==> config.mk <==
export PLATFORM = sky130hd
export DESIGN_NAME = jitter_attenuator
export DESIGN_NICKNAME = d
export VERILOG_FILES = /design/src/ja_fifo.v /design/src/jitter_attenuator.v
export VERILOG_INCLUDE_DIRS = /design/src /design/src/pkg
export SDC_FILE = /design/constraint.sdc
export NUM_CORES = 1
export LEC_CHECK = 0
export BUFFER_PORTS_ARGS = -buffer_cell sky130_fd_sc_hd__buf_2
export CORE_AREA = 3 3 130 132
export DETAILED_ROUTE_END_ITERATION = 12
export DIE_AREA = 0 0 133 135
export GPL_TIMING_DRIVEN = 1
export HOLD_SLACK_MARGIN = 0.08
export PLACE_DENSITY = 0.92
export SLEW_MARGIN = 20
export SYNTH_ARGS = -nofsm -noshare
export SYNTH_HDL_FRONTEND = slang
export SYNTH_SLANG_ARGS = --single-unit
==> constraint.sdc <==
create_clock -name pclk -period 7.9 [get_ports pclk]
set_input_delay 0.79 -clock pclk [delete_from_list [all_inputs] [get_ports pclk]]
set_output_delay 0.79 -clock pclk [all_outputs]
set_load 0.005 [all_outputs]
==> src/pkg/jitter_attenuator_map.vh <==
// Purpose: register offsets, reset values and field positions of the jitter attenuator
// Assumes: APB with 32-bit data, one register per aligned word
// Notes: printed offsets are register indices; byte address is four times the index
`ifndef JITTER_ATTENUATOR_MAP_VH
`define JITTER_ATTENUATOR_MAP_VH

`define JA_IDX_CTRL 8'h18
`define JA_IDX_IN_DIV 8'h19
`define JA_IDX_OUT_DIV 8'h1A
`define JA_IDX_STATUS 8'h1B
`define JA_IDX_TIMING 8'h1C

`define JA_CTRL_SYNC 0
`define JA_CTRL_SELF_CENTER_ENABLE 1
`define JA_CTRL_LIMIT 2
`define JA_CTRL_RESET 8'h01

`define JA_TIM_OCLK_LO 0
`define JA_TIM_OCLK_HI 1
`define JA_TIM_AUXSEL 2
`define JA_TIM_SMSEL 3
`define JA_TIM_RESET 8'h00

`define JA_DIV_RESET 8'h2F
`define JA_FIFO_DEPTH 48
`define JA_CENTER_MARGIN 4
`define JA_LIMIT_MARGIN 1
`define JA_NCO_WIDTH 24
`define JA_NCO_NOMINAL 24'h0C0000
`define JA_NCO_GAIN 6

`endif

==> src/ja_fifo.v <==
// Purpose: single-clock bit FIFO between backplane side and smoothed output side
// Assumes: width and depth are parameters; read data registered
// Notes: valid and ready on both sides; count exported for centring and limits
`timescale 1ns/10ps
module ja_fifo #(
  parameter WIDTH = 1,
  parameter DEPTH = 48,
  parameter AW = 6
)(
  input wire pclk,
  input wire presetn,
  input wire [WIDTH-1:0] wr_data,
  input wire wr_valid,
  output wire wr_ready,
  output reg [WIDTH-1:0] rd_data,
  output wire rd_valid,
  input wire rd_ready,
  input wire skip,
  output reg [AW:0] level
);
  // ----------------------------------------
  // storage and pointers
  // ----------------------------------------
  reg [WIDTH-1:0] mem [0:DEPTH-1];
  reg [AW-1:0] wptr_reg;
  reg [AW-1:0] rptr_reg;
  wire do_wr;
  wire do_rd;
  wire do_skip;

  function [AW-1:0] bump;
    input [AW-1:0] p;
    begin
      if (p == DEPTH - 1)
        bump = {AW{1'b0}};
      else
        bump = p + 1'b1;
    end
  endfunction

  assign wr_ready = (level != DEPTH);
  assign rd_valid = (level != 0);
  assign do_wr = wr_valid && wr_ready;
  assign do_rd = rd_valid && rd_ready;
  assign do_skip = skip && !do_rd && (level > 1);

  always @(posedge pclk)
  begin
    if (do_wr)
      mem[wptr_reg] <= wr_data;
  end

  always @(posedge pclk or negedge presetn)
  begin
    if (!presetn)
    begin
      wptr_reg <= {AW{1'b0}};
      rptr_reg <= {AW{1'b0}};
      level <= {(AW+1){1'b0}};
      rd_data <= {WIDTH{1'b0}};
    end
    else
    begin
      if (do_wr)
        wptr_reg <= bump(wptr_reg);
      if (do_rd || do_skip)
      begin
        rptr_reg <= bump(rptr_reg);
        rd_data <= mem[rptr_reg];
      end
      level <= level + {{AW{1'b0}}, do_wr} - {{AW{1'b0}}, (do_rd || do_skip)};
    end
  end
endmodule

==> src/jitter_attenuator.v <==
// Purpose: digital jitter attenuator with divided-clock phase comparison and bit FIFO
// Assumes: backplane and aux clocks arrive as pins sampled on pclk; pclk is 50 MHz
// Notes: smoothed clock is made by an NCO steered by the phase comparator
//
// Operation
// - after reset the block attenuates with the smoothed clock referenced to the backplane clock.
// - the phase synchronisation bit resets to one.
// - both clocks are divided by 48 by default before the phase comparator.
// - with synchronisation on, FIFO latency in bits equals the clock phase delay in UI.
// - with divide by 193 each comparator input runs at 8 kHz.
// - self-centring places the read pointer at least 4 UI from the FIFO end, then stops.
// - limit control nudges the read pointer away within one UI of over or underflow.
// - with sync off and centring plus limit on, phase differences up to 40 UI are tolerated.
// - input divisor sits at index 19h and output divisor at 1Ah, both writable.
//
// The APB interface to the registers and the register addresses are this design's own decisions.
`timescale 1ns/10ps
`include "jitter_attenuator_map.vh"
module jitter_attenuator #(
  parameter DEPTH = `JA_FIFO_DEPTH,
  parameter NCO_W = `JA_NCO_WIDTH
)(
  input wire pclk,
  input wire presetn,
  input wire psel,
  input wire penable,
  input wire pwrite,
  input wire [11:0] paddr,
  input wire [31:0] pwdata,
  output reg [31:0] prdata,
  output wire pready,
  output wire pslverr,
  input wire backplane_tx_clock,
  input wire backplane_tx_data,
  input wire aux_tx_clock_in,
  output reg smoothed_tx_clock_out,
  output reg tx_data_out,
  output wire data_in_ready
);
  // ----------------------------------------
  // declarations
  // ----------------------------------------
  localparam ST_FILL = 3'b001;
  localparam ST_CENTER = 3'b010;
  localparam ST_RUN = 3'b100;

  reg [7:0] ctrl_reg;
  reg [7:0] input_divisor_reg;
  reg [7:0] output_divisor_reg;
  reg [7:0] timing_reg;
  reg [2:0] state_reg;
  reg [2:0] state_next;
  reg [2:0] bp_sync_reg;
  reg [2:0] aux_sync_reg;
  reg bp_data_s1_reg;
  reg bp_data_s2_reg;
  reg bp_data_s3_reg;
  reg [7:0] in_cnt_reg;
  reg [7:0] out_cnt_reg;
  reg in_tick_reg;
  reg out_tick_reg;
  reg signed [9:0] phase_reg;
  reg [NCO_W-1:0] nco_reg;
  reg [NCO_W-1:0] step_reg;
  reg [6:0] ui_delay_reg;
  reg centered_reg;
  reg nudge_reg;
  reg read_done_reg;

  wire sync_en;
  wire self_center_enable_en;
  wire limit_en;
  wire [1:0] output_clock_select;
  wire aux_clock_input_select;
  wire smooth_clock_out_select;
  wire bp_rise;
  wire aux_rise;
  wire in_edge;
  wire nco_rise;
  wire out_edge;
  wire [6:0] level;
  wire fifo_rd_valid;
  wire fifo_rd_data;
  wire near_over;
  wire near_under;
  wire read_now;
  wire skip;
  wire [9:0] reg_idx;
  wire apb_wr;
  wire mapped;
  wire [NCO_W+31:0] step_wide;

  assign sync_en = ctrl_reg[`JA_CTRL_SYNC];
  assign self_center_enable_en = ctrl_reg[`JA_CTRL_SELF_CENTER_ENABLE];
  assign limit_en = ctrl_reg[`JA_CTRL_LIMIT];
  assign output_clock_select = timing_reg[`JA_TIM_OCLK_HI:`JA_TIM_OCLK_LO];
  assign aux_clock_input_select = timing_reg[`JA_TIM_AUXSEL];
  assign smooth_clock_out_select = timing_reg[`JA_TIM_SMSEL];

  // ----------------------------------------
  // register bus
  // ----------------------------------------
  assign reg_idx = paddr[11:2];
  assign pready = 1'b1;
  assign mapped = (reg_idx == {2'b00, `JA_IDX_CTRL}) || (reg_idx == {2'b00, `JA_IDX_IN_DIV}) ||
    (reg_idx == {2'b00, `JA_IDX_OUT_DIV}) || (reg_idx == {2'b00, `JA_IDX_STATUS}) ||
    (reg_idx == {2'b00, `JA_IDX_TIMING});
  assign pslverr = psel && penable && !mapped;
  assign apb_wr = psel && penable && pwrite;

  always @(posedge pclk or negedge presetn)
  begin
    if (!presetn)
    begin
      ctrl_reg <= `JA_CTRL_RESET;
      input_divisor_reg <= `JA_DIV_RESET;
      output_divisor_reg <= `JA_DIV_RESET;
      timing_reg <= `JA_TIM_RESET;
    end
    else if (apb_wr)
    begin
      if (reg_idx == {2'b00, `JA_IDX_CTRL})
        ctrl_reg <= {5'h00, pwdata[2:0]};
      if (reg_idx == {2'b00, `JA_IDX_IN_DIV})
        input_divisor_reg <= pwdata[7:0];
      if (reg_idx == {2'b00, `JA_IDX_OUT_DIV})
        output_divisor_reg <= pwdata[7:0];
      if (reg_idx == {2'b00, `JA_IDX_TIMING})
        timing_reg <= {4'h0, pwdata[3:0]};
    end
  end

  always @*
  begin
    prdata = 32'h00000000;
    if (reg_idx == {2'b00, `JA_IDX_CTRL})
      prdata = {24'h000000, ctrl_reg};
    else if (reg_idx == {2'b00, `JA_IDX_IN_DIV})
      prdata = {24'h000000, input_divisor_reg};
    else if (reg_idx == {2'b00, `JA_IDX_OUT_DIV})
      prdata = {24'h000000, output_divisor_reg};
    else if (reg_idx == {2'b00, `JA_IDX_TIMING})
      prdata = {24'h000000, timing_reg};
    else if (reg_idx == {2'b00, `JA_IDX_STATUS})
      prdata = {14'h0000, phase_reg[7:0], level, near_over, near_under, state_reg[2]};
  end

  // ----------------------------------------
  // pin synchronisers
  // ----------------------------------------
  always @(posedge pclk or negedge presetn)
  begin
    if (!presetn)
    begin
      bp_sync_reg <= 3'h0;
      aux_sync_reg <= 3'h0;
      bp_data_s1_reg <= 1'b0;
      bp_data_s2_reg <= 1'b0;
      bp_data_s3_reg <= 1'b0;
    end
    else
    begin
      bp_sync_reg <= {bp_sync_reg[1:0], backplane_tx_clock};
      aux_sync_reg <= {aux_sync_reg[1:0], aux_tx_clock_in};
      bp_data_s1_reg <= backplane_tx_data;
      bp_data_s2_reg <= bp_data_s1_reg;
      bp_data_s3_reg <= bp_data_s2_reg;
    end
  end

  assign bp_rise = bp_sync_reg[1] && !bp_sync_reg[2];
  assign aux_rise = aux_sync_reg[1] && !aux_sync_reg[2];
  // reference edge: backplane clock unless aux input selected
  assign in_edge = aux_clock_input_select ? aux_rise : bp_rise;

  // ----------------------------------------
  // divisors and phase comparator
  // ----------------------------------------
  function [7:0] div_step;
    input [7:0] cnt;
    input [7:0] limit;
    begin
      if (cnt >= limit)
        div_step = 8'h00;
      else
        div_step = cnt + 8'h01;
    end
  endfunction

  always @(posedge pclk or negedge presetn)
  begin
    if (!presetn)
    begin
      in_cnt_reg <= 8'h00;
      out_cnt_reg <= 8'h00;
      in_tick_reg <= 1'b0;
      out_tick_reg <= 1'b0;
      phase_reg <= 10'sh000;
    end
    else
    begin
      // divide by divisor plus one: 47 gives 48, C0H gives 193
      in_tick_reg <= in_edge && (in_cnt_reg >= input_divisor_reg);
      out_tick_reg <= out_edge && (out_cnt_reg >= output_divisor_reg);
      if (in_edge)
        in_cnt_reg <= div_step(in_cnt_reg, input_divisor_reg);
      if (out_edge)
        out_cnt_reg <= div_step(out_cnt_reg, output_divisor_reg);
      if (in_tick_reg && !out_tick_reg && phase_reg != 10'sh1FF)
        phase_reg <= phase_reg + 10'sh001;
      else if (out_tick_reg && !in_tick_reg && phase_reg != 10'sh200)
        phase_reg <= phase_reg - 10'sh001;
    end
  end

  // ----------------------------------------
  // digital pll and smoothed clock
  // ----------------------------------------
  // wide sum, cut back to the accumulator width
  assign step_wide = {{32{1'b0}}, `JA_NCO_NOMINAL} +
    {{32{1'b0}}, {(NCO_W-10){phase_reg[9]}}, phase_reg} * `JA_NCO_GAIN;
  always @(posedge pclk or negedge presetn)
  begin
    if (!presetn)
    begin
      nco_reg <= {NCO_W{1'b0}};
      step_reg <= `JA_NCO_NOMINAL;
      smoothed_tx_clock_out <= 1'b0;
    end
    else
    begin
      step_reg <= step_wide[NCO_W-1:0];
      nco_reg <= nco_reg + step_reg;
      // smoothed clock, or the raw aux clock when smoothing is bypassed
      if (output_clock_select == 2'b01 && !smooth_clock_out_select)
        smoothed_tx_clock_out <= aux_sync_reg[2];
      else
        smoothed_tx_clock_out <= nco_reg[NCO_W-1];
    end
  end

  assign nco_rise = nco_reg[NCO_W-1] && !smoothed_tx_clock_out;
  // elastic store: gapped aux clock reads the FIFO
  assign out_edge = (output_clock_select == 2'b01) ? aux_rise : nco_rise;

  // ----------------------------------------
  // fifo control
  // ----------------------------------------
  ja_fifo #(
    .WIDTH(1),
    .DEPTH(DEPTH),
    .AW(6)
  ) u_fifo (
    .pclk(pclk),
    .presetn(presetn),
    .wr_data(bp_data_s3_reg),
    .wr_valid(bp_rise),
    .wr_ready(data_in_ready),
    .rd_data(fifo_rd_data),
    .rd_valid(fifo_rd_valid),
    .rd_ready(read_now),
    .skip(skip),
    .level(level)
  );

  assign near_over = level >= DEPTH - `JA_LIMIT_MARGIN;
  assign near_under = level <= `JA_LIMIT_MARGIN;

  // phase delay in UI tracked as output clock edges since last input comparator tick
  always @(posedge pclk or negedge presetn)
  begin
    if (!presetn)
      ui_delay_reg <= 7'h00;
    else if (in_tick_reg)
      ui_delay_reg <= 7'h00;
    else if (out_edge && ui_delay_reg != 7'h7F)
      ui_delay_reg <= ui_delay_reg + 7'h01;
  end

  always @*
  begin
    state_next = state_reg;
    case (state_reg)
      ST_FILL:
      begin
        if (self_center_enable_en && level >= `JA_CENTER_MARGIN)
          state_next = ST_CENTER;
        else if (!self_center_enable_en)
          state_next = ST_RUN;
      end
      ST_CENTER:
      begin
        if (level >= DEPTH / 2)
          state_next = ST_RUN;
      end
      ST_RUN:
      begin
        if (self_center_enable_en && !centered_reg)
          state_next = ST_FILL;
      end
      default:
        state_next = ST_FILL;
    endcase
  end

  // hold reads while centring; limit pauses read near underflow, skips near overflow
  assign read_now = out_edge && fifo_rd_valid && (state_reg == ST_RUN) &&
    !(limit_en && near_under && nudge_reg) &&
    !(sync_en && ({1'b0, level[5:0]} < ui_delay_reg));
  assign skip = limit_en && near_over && !nudge_reg && (state_reg == ST_RUN);

  // ----------------------------------------
  // state and output bit
  // ----------------------------------------

  always @(posedge pclk or negedge presetn)
  begin
    if (!presetn)
    begin
      state_reg <= ST_FILL;
      centered_reg <= 1'b0;
      nudge_reg <= 1'b0;
      tx_data_out <= 1'b0;
      read_done_reg <= 1'b0;
    end
    else
    begin
      state_reg <= state_next;
      if (state_reg == ST_CENTER && state_next == ST_RUN)
        centered_reg <= 1'b1;
      else if (!self_center_enable_en)
        centered_reg <= 1'b0;
      // alternate nudges so data never lost on both ends at once
      if (out_edge)
        nudge_reg <= !nudge_reg;
      // fifo data register fills on the read edge, so take it one cycle later
      read_done_reg <= read_now;
      if (read_done_reg)
        tx_data_out <= fifo_rd_data;
    end
  end
endmodule

Word level (Yosys, flattened, before mapping)
Memories as Yosys holds them, arrays and structs flattened. A register that Yosys moved wholly into a read port is not among the register bits. Cells that the tools add are included.

Bitwise gates (word level): 0. $mul: 1. Eq/ne operators: 17. Reductions and logical operators: 56. Mux-type cells: 25. Shifts and indexed selects: 0. $lt $le $gt $ge: 8. Divide/modulo/power cells: 0. $add $sub $neg: 11.

Operators with widths (count): 18-bit two-way mux (5); 10-bit by 5-bit == test with 1-bit output, second input constant (5); 1-bit logical AND (31); 20-bit by 24-bit adder with 24-bit output, first input constant (1); 24-bit adder (1); 24-bit by 2-bit multiplier with 23-bit output, second input constant (1); 10-bit two-way mux (2); 10-bit != test, second input constant (2); 8-bit by 1-bit adder with 8-bit output, second input constant (2); 8-bit greater-or-equal comparator (2); 8-bit two-way mux (2); 7-bit two-way mux (2); 1-bit zero test (13); 6-bit by 1-bit adder with 6-bit output, second input constant (2); 6-bit == test, second input constant (2); 3-bit two-way mux (4); 6-bit two-way mux (2); 10-bit by 2-bit adder with 10-bit output, second input constant (1); 10-bit by 2-bit subtractor with 10-bit output, second input constant (1); 3-bit one-hot mux with 3 select lines (1); 2-bit AND reduction (4); 7-bit by 1-bit adder with 7-bit output (1); 7-bit by 1-bit adder with 7-bit output, second input constant (1); 7-bit by 3-bit greater-or-equal comparator with 1-bit output, second input constant (1); 17 further kinds (29).

Latch bits: 0. Memories: 1. Output and inout bits: 37. Logic and storage cells: 145. RAM bits: 48. ROM bits: 0. Bits of input ports: 52. Register bits after elaboration: 142.

Memory list: u_fifo.mem (words 48, bits a word 1, rd ports 1, clocked after memory_dff 1, wr ports 1, line ja_fifo.v:24) `reg [WIDTH-1:0] mem [0:DEPTH-1];`.

Logic depth before layout (Yosys ltp)
Depth in word-level cells: 13. Depth in mapped cells: 20. Depth with buffers taken out: 19.

By module
Synthesis repeated with hierarchy kept, for this count alone.

Cells, all modules: 981. Area, all modules: 10246.1 um^2.

Modules (own cells, without submodules): jitter_attenuator (instances 1, cells an instance 709, area each 6865.3 um^2); ja_fifo (instances 1, cells an instance 272, area each 3380.7 um^2).

Least setup slack after synthesis
No wires, ideal clock.

Path type: register to register. From: register u_fifo.level[1]. To: register u_fifo.level[6]. Stages on the path, launching flop included: 21. Arrival time: 3173 ps. Clock period less this slack: 3298 ps. Buffers on the path: 1. Slack: 4602 ps. Cell sequence: dfrtp_1 -> inv_1 -> ha_1 -> a21boi_1 -> o221ai_2 -> nand2_1 -> o32a_1 -> buf_4 -> inv_1 -> ha_1 -> inv_1 -> ha_1 -> inv_1 -> fa_1 -> o21bai_1 -> a21oi_1 -> nor2_1 -> nor2_1 -> nor2_1 -> nor2_1 -> xor2_1.

Longest elaborated chain between the ends: 12. Elaborated cells between the ends (all ways): 26. Those cells by class: 2 x add/sub; 4 x order compare; 1 x eq/ne; 19 x reduce/logical.

RTL lines: from (decl) (line ja_fifo.v:19) `output reg [AW:0] level`; from (signal assigned) (line ja_fifo.v:59) `level <= {(AW+1){1'b0}};`; from (signal assigned) (line ja_fifo.v:71) `level <= level + {{AW{1'b0}}, do_wr} - {{AW{1'b0}}, (do_rd || do_skip)};`; 7-bit by 1-bit less-or-equal comparator with 1-bit output (no line); 1-bit logical AND (2 in a row) (line jitter_attenuator.v:308) `!(limit_en && near_under && nudge_reg) &&`; 1-bit zero test (line jitter_attenuator.v:308); 1-bit logical AND (line jitter_attenuator.v:307) `assign read_now = out_edge && fifo_rd_valid && (state_reg == ST_RUN) &&`; 1-bit logical AND (line jitter_attenuator.v:308); 1-bit logical AND (line ja_fifo.v:44) `assign do_rd = rd_valid && rd_ready;`; 1-bit zero test (line ja_fifo.v:45) `assign do_skip = skip && !do_rd && (level > 1);`; 1-bit logical AND (2 in a row) (line ja_fifo.v:45); 1-bit logical OR (line ja_fifo.v:71); 7-bit by 1-bit subtractor with 7-bit output (*) (line ja_fifo.v:71).

Mark *: on every way between the ends. The rest lies on a longest branch, timed or not. A chain may end at the register's enable or synchronous reset.

Worst setup path in the final report
Same ends and word-level chain as after synthesis.

==> impl_results.md <==
- Core Region: 15,830 um^2
- Leading area contributor after synthesis: dfrtp_1
- Number of global-route vias before repair: 7,408
- Area Overhead vs Synth: 9.035%
- Kind of start point of the critical path: register
- Root buffer cell: clkbuf_16
- Clk_lat worst skew: 0.44 ns
- GRT Util Overall: 24.59%
- Final #Nets: 1,151
- DP Area: 10,600 um^2
- WL/cell: about 17 um
- Max-Cap Viols: 0
- Most common cell in the netlist: nor2_1
- CP Max Fanout: 10
- Unrepaired setup endpoints after global routing: no
- Largest net degree at the start of global routing: 78
- Pleak: 4.896 nW
- TritonRoute pass-1 iters: 5
- Post-Layout Cell Count: approximately 1,200
- WL final: ~21 mm
- Initial antenna violation count: 0
- Synth top cells by count: nor2_1, dfrtp_1, ha_1
- H-tree depth: 4
- Starting Density: 64.84%
- Total internal power: 2.458 mW
- Placed Instances: 1,203
- Finished Cell Area: between 10,000 and 15,000 um^2
- Req. time, crit path: 8.21 ns
- Setup violators final: 0
- Post_cts resized: 0
- HPWL after DPL: roughly 15 mm
- Largest cells by area after synthesis: dfrtp_1, edfxtp_1, ha_1
- Final hold violation count: 0
- Pwr Total: 4.101 mW
- I/O Buffers: 47
- Crit path time final: between 3 and 4 ns
- Mapped Cells: approximately 970
- Vias: 7,312
- #FFs+latches synth: 179
- Post-synth EDFFs: 48
- Hold-fix buffers, CTS: 0
- GP Congestion: 0.8821
- Die footprint: 17,960 um^2
- Fmax: 252.9 MHz
- Share of cells above drive strength 1: 14.52%
- Top cell type's share of synthesized area: 28.77%
- Clk sinks: 179
- Post-synthesis sequential area ratio: 46.15%
- Post-CTS setup repair buffer count: 0
- Sequential share of power: 34.2%
- Die span in x: 133 um
- Comb pwr share: 45.2%
- Synth warn: 0
- Hold_ws: 0.3043 ns
- Global-route wire length before repair: 35.60 mm
- Number of flip-flops in the largest register: 48
- Ys async rst share: between 70% and 80%
- Fin crit share: between 50 and 60%
- Number of remaining DRC errors: 0
- Num CTS Buffers: 17
- Fin. max-slew vios: 0
- FILL cells: about 1,000
- Synth Flop Type: dfrtp_1
- WP data arrival: 4.27 ns
- Setup TNS: 0 ns
- CTS tree: yes
- Finished Core Util: 70.70%
- Clock Skew: 0.01898 ns
- Relative slew slack: 36.71%
- Dpl ws: 4.016 ns
- Number of I/O pins: 89
- IR drop worst, VDD: 0.2462 mV
- Worst-path clk slew: 0.07 ns
- Clock Power Share: 20.6%
- Worst min path class: in2async
- Die height: 135 um
- CP endpoint kind: register
- Sw Ratio: 40.06%
- GRT overflow: 0
- Cell variety after synth: 75
- Number of routed nets with antenna violations: 0
- Longest Clk Path Bufs: 2
- Via/cell ratio: between 5 and 6
- Syn Std Cell Area: 10,260 um^2
- # diodes: 0
- Slew @ Worst Pin: 0.9493 ns
- Status: complete, no violations
- Switching pwr: 1.643 mW
- DR iter-0 viols: 631
- Pwr dens: 366.5 nW/um^2
- CP Class: reg2reg
- Post-Syn Area per Cell: approximately 11 um^2
- Number of cell rows: 46
- Slack of the critical path: 3.945 ns
-- cell type report --
cell class / count / area, um^2 / share of cell area (%)
clock buffer: 20 / 446.7 / 3.992
clock inverter: 12 / 143.9 / 1.286
inverter: 63 / 236.5 / 2.113
multi-input combinational: 696 / 5099 / 45.57
sequential: 179 / 4737 / 42.33
tap: 216 / 270.3 / 2.415
timing repair buffer: 49 / 256.5 / 2.292
-- worst max-delay path: stages, from the launching register on --
cell and delay, ns:
dfrtp_1 0.58, inv_1 0.16, ha_1 0.23, a21boi_1 0.22, o221ai_2 0.17, o2111ai_2 0.21, o32a_1 0.45, inv_1 0.15
ha_1 0.29, inv_1 0.07, ha_1 0.17, inv_1 0.06, fa_1 0.41, o21bai_1 0.14, a21oi_1 0.11, nor2_1 0.10
nor2_1 0.04, nor2_1 0.08, nor2_1 0.05, xor2_1 0.14
-- power by group through the flow --
| stage | logic (mW) | registers, mW | clock network (mW) |
|---|---|---|---|
| 5_1_grt | 2.08 | 1.43 | 0.894 |
| 6_report | 1.85 | 1.40 | 0.846 |
| 3_5_place_dp | 1.80 | 1.41 | 0 |
| 3_3_place_gp | 1.70 | 1.40 | 0 |
| 2_1_floorplan | 1.52 | 1.31 | 0 |
| 4_1_cts | 1.84 | 1.40 | 0.854 |
-- layout by cell type (no fill, tap or decap), drive strengths merged, types with 5 or more instances in the layout --
cell type | netlist | final
nor4 | 14 | 14
nand3 | 27 | 27
nor2b | 16 | 16
nand2b | 14 | 14
a21oi | 49 | 49
dfrtp | 118 | 118
a21o | 20 | 20
inv | 63 | 68
clkbuf | 19 | 20
edfxtp | 48 | 48
a22oi | 7 | 7
nand2 | 63 | 63
mux4 | 14 | 14
dfstp | 13 | 13
xor2 | 20 | 20
o21bai | 5 | 5
a211oi | 7 | 7
mux2 | 32 | 32
conb | 2 | 15
o21ai | 41 | 41
nor3 | 11 | 11
xnor2 | 35 | 35
or3 | 7 | 7
buf | 22 | 49
ha | 89 | 89
nand4 | 13 | 13
nor2 | 134 | 134
-- worst paths after layout --
kind | start | to | slack [ns] | cells after the start
max in group asynchronous | presetn | bp_data_s3_reg | 6.19 | 2
min in group pclk | bp_sync_reg[0] | bp_sync_reg[1] | 0.35 | 0
max reg2reg | u_fifo.level[1] | u_fifo.level[6] | 3.95 | 19
min reg2reg | bp_sync_reg[0] | bp_sync_reg[1] | 0.35 | 0
max | u_fifo.level[1] | u_fifo.level[6] | 3.95 | 19
min | presetn | nco_reg[2] | 0.30 | 1
-- logic make-up (layout without fill, tap and decap cells) --
kind of cell | Yosys count | in the layout | synth area share (%)
other | 2 | 15 | 0.07318
and+or+nand+nor | 321 | 321 | 15.23
buffers and inverters | 104 | 144 | 4.645
xor gates and xnor gates | 55 | 55 | 4.694
adders and majority gates | 93 | 93 | 11.63
DFF | 179 | 179 | 46.15
AOI/OAI and AO/OA | 162 | 162 | 10.06
muxes | 50 | 50 | 7.523
-- routing by layer --
| metal | vias to the layer above | wire length [um] | track usage [%] |
|---|---|---|---|
| met2 | 226 | 10770 | 42.27 |
| met4 | 0 | 510 | 9.642 |
| met5 | - | 0 | 0 |
| li1 | 3451 | - | - |
| met1 | 3587 | 8656 | 30.79 |
| met3 | 48 | 959 | 4.918 |
No activity file was read; power rests on OpenSTA's default activity.
